`src/adc_ctrl_pkg.sv`:
```
// adc_ctrl_pkg: register map, field layout and timing constants
// assumes a 32-bit apb slave on mclk at 250 mhz
package adc_ctrl_pkg;
  localparam logic [11:0] mode_off       = 12'h000;
  localparam logic [11:0] chan_off       = 12'h004;
  localparam logic [11:0] pincfg_off     = 12'h008;
  localparam logic [11:0] portdir_off    = 12'h00C;
  localparam logic [11:0] portdata_off   = 12'h010;
  localparam logic [11:0] regctl_off     = 12'h014;
  localparam logic [11:0] clkstat_off    = 12'h018;
  localparam logic [11:0] status_off     = 12'h01C;
  localparam int          run_bit        = 7;
  localparam int          cmp_en_bit     = 0;
  localparam int          rate_msb       = 5;
  localparam int          rate_lsb       = 1;
  localparam int          chan_msb       = 2;
  localparam int          osc_stop_bit   = 0;
  localparam logic [7:0]  mode_rst       = 8'h00;
  localparam logic [7:0]  chan_mask      = 8'h87;
  localparam logic [4:0]  all_dig_a      = 5'b0_1000;
  localparam logic [4:0]  all_dig_b      = 5'b1_0000;
  localparam logic [7:0]  low_current    = 8'h5A;
  localparam logic [7:0]  dir_rst        = 8'hFF;
  localparam int          settle_ns      = 1000;
  localparam int          clk_mhz        = 250;
  localparam int          settle_cyc     = (settle_ns * clk_mhz + 999) / 1000;
  localparam int          rate_cnt_w     = 8;
endpackage

```
`src/adc_ctrl.sv`:
```
// adc_ctrl: converter mode, channel, pin-function and sensor gating
// assumes an apb master on mclk and pins synchronised here
//
// Summary of operation
// software writes zero to channel register bits three to six.
// software sets a pin to input before converting it.
// software never selects a channel assigned as digital pin.
// field codes 01000 and 10000 make all eight pins digital.
// analog pins grow downward from channel seven toward channel zero.
// analog-configured pin reads zero in port data.
// software keeps comparator enable to start at least one microsecond.
// comparator enable may occur anywhere between steps three and five.
// rate fields set only the sample-to-end span, not setup time.
// sensor unavailable in low-current mode or with fast oscillator stopped.
// sensor works whenever fast oscillator runs, whatever clock is selected; here sensor_on also needs comparator enable.
// sensor ignores pin configuration, direction and data settings.
// software keeps converter clock within 0.6 to 1.8 mhz for sensor; the rate field here gives only 7.8125 to 250 mhz.
// software stops conversion before changing rate or level fields.
// mode bit seven starts conversion, bit zero enables comparator.
// start waits the stabilisation interval after comparator enable.
//
// The APB interface to the registers and the register addresses were left to the implementer.
`timescale 1ns/1ps
`default_nettype none
module adc_ctrl
  import adc_ctrl_pkg::*;
(
  input  wire logic        mclk,
  input  wire logic        nrst,
  input  wire logic        psel,
  input  wire logic        penable,
  input  wire logic        pwrite,
  input  wire logic [11:0] paddr,
  input  wire logic [31:0] pwdata,
  output logic      [31:0] prdata,
  output logic             pready,
  output logic             pslverr,
  input  wire logic [7:0]  shared_pin_in,
  input  wire logic        sensor_select,
  output logic      [7:0]  analog_pin_en,
  output logic      [2:0]  active_channel,
  output logic             comparator_on,
  output logic             converting,
  output logic             sample_phase,
  output logic             adc_clk_en,
  output logic             sensor_on
);
  logic [7:0] converter_mode_reg_r;
  logic [7:0] channel_select_reg_r;
  logic [4:0] pin_function_config_reg_r;
  logic [7:0] analog_port_direction_reg_r;
  logic [7:0] analog_port_data_reg_r;
  logic [7:0] regulator_control_reg_r;
  logic [7:0] clock_status_control_reg_r;
  logic [7:0] pin_meta_r;
  logic [7:0] pin_sync_r;
  logic [15:0] settle_cnt_r;
  logic        settled_r;
  logic [rate_cnt_w-1:0] div_cnt_r;
  logic [rate_cnt_w-1:0] div_top;
  logic [7:0]  analog_mask;
  logic [7:0]  port_read;
  logic        wr_en;
  logic        rd_ok;
  logic        sensor_ok;

  // ****************************************
  // apb slave
  // ****************************************
  assign pready  = 1'b1;
  assign wr_en   = psel && penable && pwrite;
  always_comb begin
    rd_ok   = 1'b1;
    prdata  = 32'h0000_0000;
    unique case (paddr)
      mode_off:     prdata[7:0] = converter_mode_reg_r;
      chan_off:     prdata[7:0] = channel_select_reg_r;
      pincfg_off:   prdata[4:0] = pin_function_config_reg_r;
      portdir_off:  prdata[7:0] = analog_port_direction_reg_r;
      portdata_off: prdata[7:0] = port_read;
      regctl_off:   prdata[7:0] = regulator_control_reg_r;
      clkstat_off:  prdata[7:0] = clock_status_control_reg_r;
      status_off:   prdata[3:0] = {sensor_ok, settled_r, converting,
                                   comparator_on};
      default:      rd_ok = 1'b0;
    endcase
  end
  assign pslverr = psel && penable && !rd_ok;

  // ****************************************
  // register writes, one block per register
  // ****************************************
  always_ff @(posedge mclk or negedge nrst) begin
    if (!nrst) begin
      converter_mode_reg_r <= mode_rst;
    end else if (wr_en && paddr == mode_off) begin
      converter_mode_reg_r <= pwdata[7:0];
    end
  end

  // reserved bits are kept at zero in hardware as well
  always_ff @(posedge mclk or negedge nrst) begin
    if (!nrst) begin
      channel_select_reg_r <= 8'h00;
    end else if (wr_en && paddr == chan_off) begin
      channel_select_reg_r <= pwdata[7:0] & chan_mask;
    end
  end

  always_ff @(posedge mclk or negedge nrst) begin
    if (!nrst) begin
      pin_function_config_reg_r <= 5'h00;
    end else if (wr_en && paddr == pincfg_off) begin
      pin_function_config_reg_r <= pwdata[4:0];
    end
  end

  always_ff @(posedge mclk or negedge nrst) begin
    if (!nrst) begin
      analog_port_direction_reg_r <= dir_rst;
    end else if (wr_en && paddr == portdir_off) begin
      analog_port_direction_reg_r <= pwdata[7:0];
    end
  end

  always_ff @(posedge mclk or negedge nrst) begin
    if (!nrst) begin
      analog_port_data_reg_r <= 8'h00;
    end else if (wr_en && paddr == portdata_off) begin
      analog_port_data_reg_r <= pwdata[7:0];
    end
  end

  always_ff @(posedge mclk or negedge nrst) begin
    if (!nrst) begin
      regulator_control_reg_r <= 8'h00;
    end else if (wr_en && paddr == regctl_off) begin
      regulator_control_reg_r <= pwdata[7:0];
    end
  end

  // status is read-only: a write to it falls through every block
  always_ff @(posedge mclk or negedge nrst) begin
    if (!nrst) begin
      clock_status_control_reg_r <= 8'h00;
    end else if (wr_en && paddr == clkstat_off) begin
      clock_status_control_reg_r <= pwdata[7:0];
    end
  end

  // ****************************************
  // pin function decode
  // ****************************************
  // field value n makes channels 0..n-1 digital; n..7 stay analog, so
  // channel seven is the last to give up its analog role
  // codes from eight upward leave no pin analog
  always_comb begin
    analog_mask = 8'h00;
    if (pin_function_config_reg_r == all_dig_a ||
        pin_function_config_reg_r == all_dig_b) begin
      analog_mask = 8'h00;
    end else if (pin_function_config_reg_r < all_dig_a) begin
      // analog count grows from channel seven downward
      analog_mask = 8'hFF << pin_function_config_reg_r[2:0];
    end
  end
  assign analog_pin_en = analog_mask;

  always_ff @(posedge mclk or negedge nrst) begin
    if (!nrst) begin
      pin_meta_r <= 8'h00;
      pin_sync_r <= 8'h00;
    end else begin
      pin_meta_r <= shared_pin_in;
      pin_sync_r <= pin_meta_r;
    end
  end
  // analog pins read as zero; digital outputs read their latch
  assign port_read = ~analog_mask &
                     ((analog_port_direction_reg_r & pin_sync_r) |
                      (~analog_port_direction_reg_r &
                       analog_port_data_reg_r));

  // ****************************************
  // enable to start sequencing
  // ****************************************
  assign comparator_on = converter_mode_reg_r[cmp_en_bit];
  always_ff @(posedge mclk or negedge nrst) begin
    if (!nrst) begin
      settle_cnt_r <= 16'h0000;
      settled_r    <= 1'b0;
    end else if (!comparator_on) begin
      settle_cnt_r <= 16'h0000;
      settled_r    <= 1'b0;
    end else if (settle_cnt_r < 16'(settle_cyc - 1)) begin
      settle_cnt_r <= settle_cnt_r + 16'h0001;
    end else begin
      settled_r <= 1'b1;
    end
  end
  // start bit low stops conversion; a start held early waits the settle
  assign converting = converter_mode_reg_r[run_bit] && comparator_on &&
                      settled_r;

  // ****************************************
  // converter clock and channel
  // ****************************************
  // rate fields time only the sampling-to-end span; setup precedes it
  assign div_top = rate_cnt_w'(converter_mode_reg_r[rate_msb:rate_lsb]);
  always_ff @(posedge mclk or negedge nrst) begin
    if (!nrst) begin
      div_cnt_r <= '0;
    end else if (!converting || div_cnt_r >= div_top) begin
      div_cnt_r <= '0;
    end else begin
      div_cnt_r <= div_cnt_r + 1'b1;
    end
  end
  assign adc_clk_en   = converting && (div_cnt_r == div_top);
  assign sample_phase = converting;

  // ****************************************
  // temperature sensor gating
  // ****************************************
  // oscillator running and regulator not in low-current mode are both needed; clock source selection plays no part
  assign sensor_ok = (regulator_control_reg_r != low_current) &&
                     !clock_status_control_reg_r[osc_stop_bit];
  // sensor path bypasses pin configuration entirely
  assign sensor_on = sensor_select && sensor_ok && comparator_on;
  assign active_channel = channel_select_reg_r[chan_msb:0];
endmodule
`default_nettype wire

```
`config.mk`:
```
export PLATFORM = sky130hd
export DESIGN_NAME = adc_ctrl
export DESIGN_NICKNAME = d
export VERILOG_FILES = /design/src/adc_ctrl_pkg.sv /design/src/adc_ctrl.sv
export SDC_FILE = /design/constraint.sdc
export NUM_CORES = 1
export LEC_CHECK = 0
export BUFFER_PORTS_ARGS = -buffer_cell sky130_fd_sc_hd__buf_2
export CAP_MARGIN = 10
export CORE_UTILIZATION = 50
export CTS_CLUSTER_SIZE = 25
export DETAILED_ROUTE_END_ITERATION = 10
export GPL_TIMING_DRIVEN = 0
export PLACE_DENSITY = 0.73
export SETUP_SLACK_MARGIN = 0.2
export SLEW_MARGIN = 25
export SYNTH_ARGS = -nofsm -noshare
export SYNTH_HDL_FRONTEND = slang
export SYNTH_SLANG_ARGS = --single-unit
```
`constraint.sdc`:
```
create_clock -name mclk -period 3.5 [get_ports mclk]
set_clock_uncertainty 0.1 [all_clocks]
set_input_delay 0.7 -clock mclk [delete_from_list [all_inputs] [get_ports mclk]]
set_output_delay 0.7 -clock mclk [all_outputs]
set_load 0.01 [all_outputs]
```
==> results.tsv <==
stage	metric	value	unit
floorplanning	IO Pins	108	
routing	total wire length	9360	um
power	Comb power frac	0.064	
timing	setup TNS	0	ns
clock_tree	CTS HTree Levels	3	
power	Pleak	2.50	nW
logic_synthesis	Seq/Total Area, Yosys	0.508	
routing	Detailed Route Iter0 Violations	217	
clock_tree	Clock Path Buffers	2	
critical_path	WS Path Type	in2out	
logic_synthesis	Unique masters post-synth	64	
routing	DR pass1 iterations	4	
power	Worst VDD drop	0.248	mV
floorplanning	Core ar.	0.00868	mm2
logic_synthesis	Synth Register Bits	90	
routing	Post-route DRC	0	
clock_tree	root buf cell	clkbuf_8	
critical_path	Worst setup startpoint	paddr[9]	
logic_synthesis	number of synthesized flops with an enable pin	0	
timing	RSZ-0062 raised after global routing	true	
logic_synthesis	top cells by area, synth	dfrtp_1 (46%), mux2_2 (13%), buf_4 (4.9%), dfstp_2 (4.7%), and2_1 (2.2%)	
logic_synthesis	Ys Warns	0	
place	RePlAce Congestion	0.885	
logic_synthesis	Cells after Synth	375	
logic_synthesis	Synth Area in Simple Gates	0.140	
logic_synthesis	mux cell area share after synthesis	0.161	
power	Overall Power	1.99	mW
routing	routed via count	3096	
global_routing	Most Crowded Layer GR	met2	
timing	Final Cycle Share	0.916	
power	P_sw	0.451	mW
routing	routed wire length per instance	16.1	um
global_routing	initial antenna violation count	0	
global_routing	met2 usage	0.355	
timing	Rel. slew slack	0.584	
critical_path	Max Fanout on Critical Path	6	
logic_synthesis	share of the synthesized area in the top cell type	0.460	
clock_tree	clock slew at reported path FFs	0.09	ns
power	internal power	1.54	mW
floorplanning	die area	0.00929	mm2
clock_tree	Sink Count	90	
status	outcome	finished clean	
floorplanning	vertical die dimension	96.4	um
flow_run	max-capacitance violation count	0	
clock_tree	Num CTS Buffers	9	
floorplanning	Starting Density	0.514	
place	Post-DP Area	0.00500	mm2
global_routing	largest net degree at the start of global routing	55	
global_routing	first-pass GRT wire length	15300	um
logic_synthesis	adder-cell area share of the yosys netlist	0.0225	
global_routing	routing usage on met3	0.0336	
critical_path	worst reg2reg startpoint	settle_cnt_r[0]	
logic_synthesis	Top FF cell, synth	dfrtp_1	
logic_synthesis	largest family of logic cells by synthesized area	multiplexers	
timing	fmax	312	MHz
floorplanning	die width	96.4	um
cells_and_area	share of layout cells above drive strength 1	0.387	
power	Cell Pwr Density	379	mW/mm2
cells_and_area	Area growth syn-to-layout	18.0	%
routing	vias per cell	5.33	
critical_path	CP Capture Type	primary output	
global_routing	grt met1 use	0.312	
timing	Final Setup Violations	0	
power	Seq pwr share	0.529	
worst_hold_path	HP Class	in2async	
floorplanning	Rows	34	
place	Port Buffers	56	
logic_synthesis	post-synthesis compound-gate area fraction	0.0828	
routing	antenna violation net count after detailed routing	0	
timing	Hold Vio Cnt, Final	0	
timing	fin. max-slew vios	0	
logic_synthesis	ys async rst share	1.00	
cells_and_area	post-route cell area	0.00526	mm2
critical_path	CP arrival	2.41	ns
power	Sw Ratio	0.226	
timing	minimum clock period after layout	3.21	ns
global_routing	Overflow after GRT	0	
logic_synthesis	top-count cell post-synth	dfrtp_1	
global_routing	GRT Overall Usage	0.225	
critical_path	CP Data Required Time	2.70	ns
clock_tree	cts hold-fix bufs	0	
cells_and_area	Final Net Count	534	
clock_tree	Post-CTS Setup Repair Bufs	0	
critical_path	Setup crit start kind	input pin	
place	Post-DP HPWL	6810	um
logic_synthesis	Syn Std Cell Area	0.00446	mm2
logic_synthesis	cell taking the most area after synthesis	dfrtp_1	
clock_tree	Skew-Pair Late Insertion Delay	0.37	ns
logic_synthesis	xor/xnor share of the synthesized area	0.0177	
clock_tree	CTS tree	built	
power	clock power share	0.407	
cells_and_area	total inserted antenna cells	0	
global_routing	vias in the first global route	3007	
logic_synthesis	top cells by count, synth	dfrtp_1 (82), mux2_2 (52), buf_4 (29)	
timing	worst slew pin tran	0.615	ns
logic_synthesis	Avg Cell Area, Syn	11.9	um2
==> critical path: stages <==
cell and delay, ns:
buf_2 0.11, nor4_4 0.41, nand2_1 0.29, nor3_4 0.34
o21ai_0 0.16, a21oi_1 0.23, buf_2 0.18
==> kinds of logic after synthesis <==
family	Yosys count
buffers and inverters	49
flip-flops	90
adder cells (fa/ha/maj)	8
XOR/XNOR	9
other	2
AO/OA/AOI/OAI	47
multiplexers	64
AND/OR/NAND/NOR	106
==> layer usage <==
layer	vias to the layer above	share of wire	wire length [um]
li1	1475	-	-
met1	1491	0.46	4270
met2	119	0.47	4400
met3	11	0.056	527
met4	0	0.017	162
met5	-	0	0
==> cell type report <==
class	count	area (um2)
sequential	90	2260
clock inverter	4	75.1
fill	747	3420
timing repair buffer	57	314
tap	108	135
inverter	10	37.5
clock buffer	12	155
buffer	39	262
multi-input combinational	261	2020
==> state kept, by name, indices dropped and copies added (netlist names) <==
name                         flops
analog_port_data_reg_r           8
regulator_control_reg_r          8
pin_function_config_reg_r        5
analog_port_direction_reg_r      8
converter_mode_reg_r             8
pin_meta_r                       8
channel_select_reg_r             4
settled_r                        1
pin_sync_r                       8
settle_cnt_r                    16
div_cnt_r                        8
clock_status_control_reg_r       8
==> power groups by stage <==
stage | registers, mW | logic (mW) | clock network [mW]
after floorplan | 1.07 | 0.0611 | 0
after global placement | 1.07 | 0.119 | 0
after detailed placement | 1.07 | 0.125 | 0
after CTS | 1.05 | 0.125 | 0.823
after global routing | 1.06 | 0.145 | 0.863
final | 1.05 | 0.128 | 0.810
==> cells in the final DEF, fill, tap and decap left out, types with 2 or more instances in the layout <==
cell        synthesis  routed
nand3_1             4       4
nor2b_1             3       3
clkbuf_8            0      11
xor2_1              2       2
a21oi_1             7       7
nor2_1             17      17
a21o_1              3       3
conb_1              2      27
ha_1                8       8
dfrtp_1            82      82
nor3_1              6       5
inv_1              10      10
nand2_1            26      26
nor4bb_1            2       2
mux2i_1            10      10
nand4_1             6       6
clkinvlp_4          0       2
buf_4              29      29
o21ai_0             5       5
dfstp_2             8       8
and3_1              6       6
or4_4               2       2
and2_1             16      16
a311oi_1            2       2
nor2_4              3       3
o31ai_1             3       3
mux2_2             52      52
a211o_1             2       2
buf_2               3      59
clkbuf_1            6       6
bufinv_16           0       2
nor4_4              1       2
a221oi_1            3       3
a32oi_1             2       2
a22oi_1             4       4
a211oi_1            2       2
xnor2_1             7       7
==> worst paths after layout <==
check	cells past startpoint	end	slack, ns
min	1	div_cnt_r[5]	0.12
max reg2reg	7	settle_cnt_r[6]	1.31
min in group mclk	0	pin_sync_r[3]	0.25
min reg2reg	0	pin_sync_r[3]	0.25
max	7	prdata[7]	0.29
max in group asynchronous	2	analog_port_direction_reg_r[0]	2.54
==> what timing repair did <==
action / CTS / global route
hold endpoints to repair: 0 / 0
setup endpoints to repair: 5 / 6
gates resized for setup: 2 / 5
==> stage by stage <==
step | worst slack [ns] | instances | hold slack (ns) | utilization
after floorplan | 0.705 | 400 | 0.231 | -
after global placement | 0.00870 | 564 | 0.232 | 0.572
after detailed placement | 0.0177 | 565 | 0.235 | 0.576
after CTS | 0.248 | 581 | 0.133 | 0.603
after global routing | 0.167 | 581 | 0.143 | 0.606
final | 0.292 | 581 | 0.118 | 0.606
No activity file was read; power rests on OpenSTA's default activity.
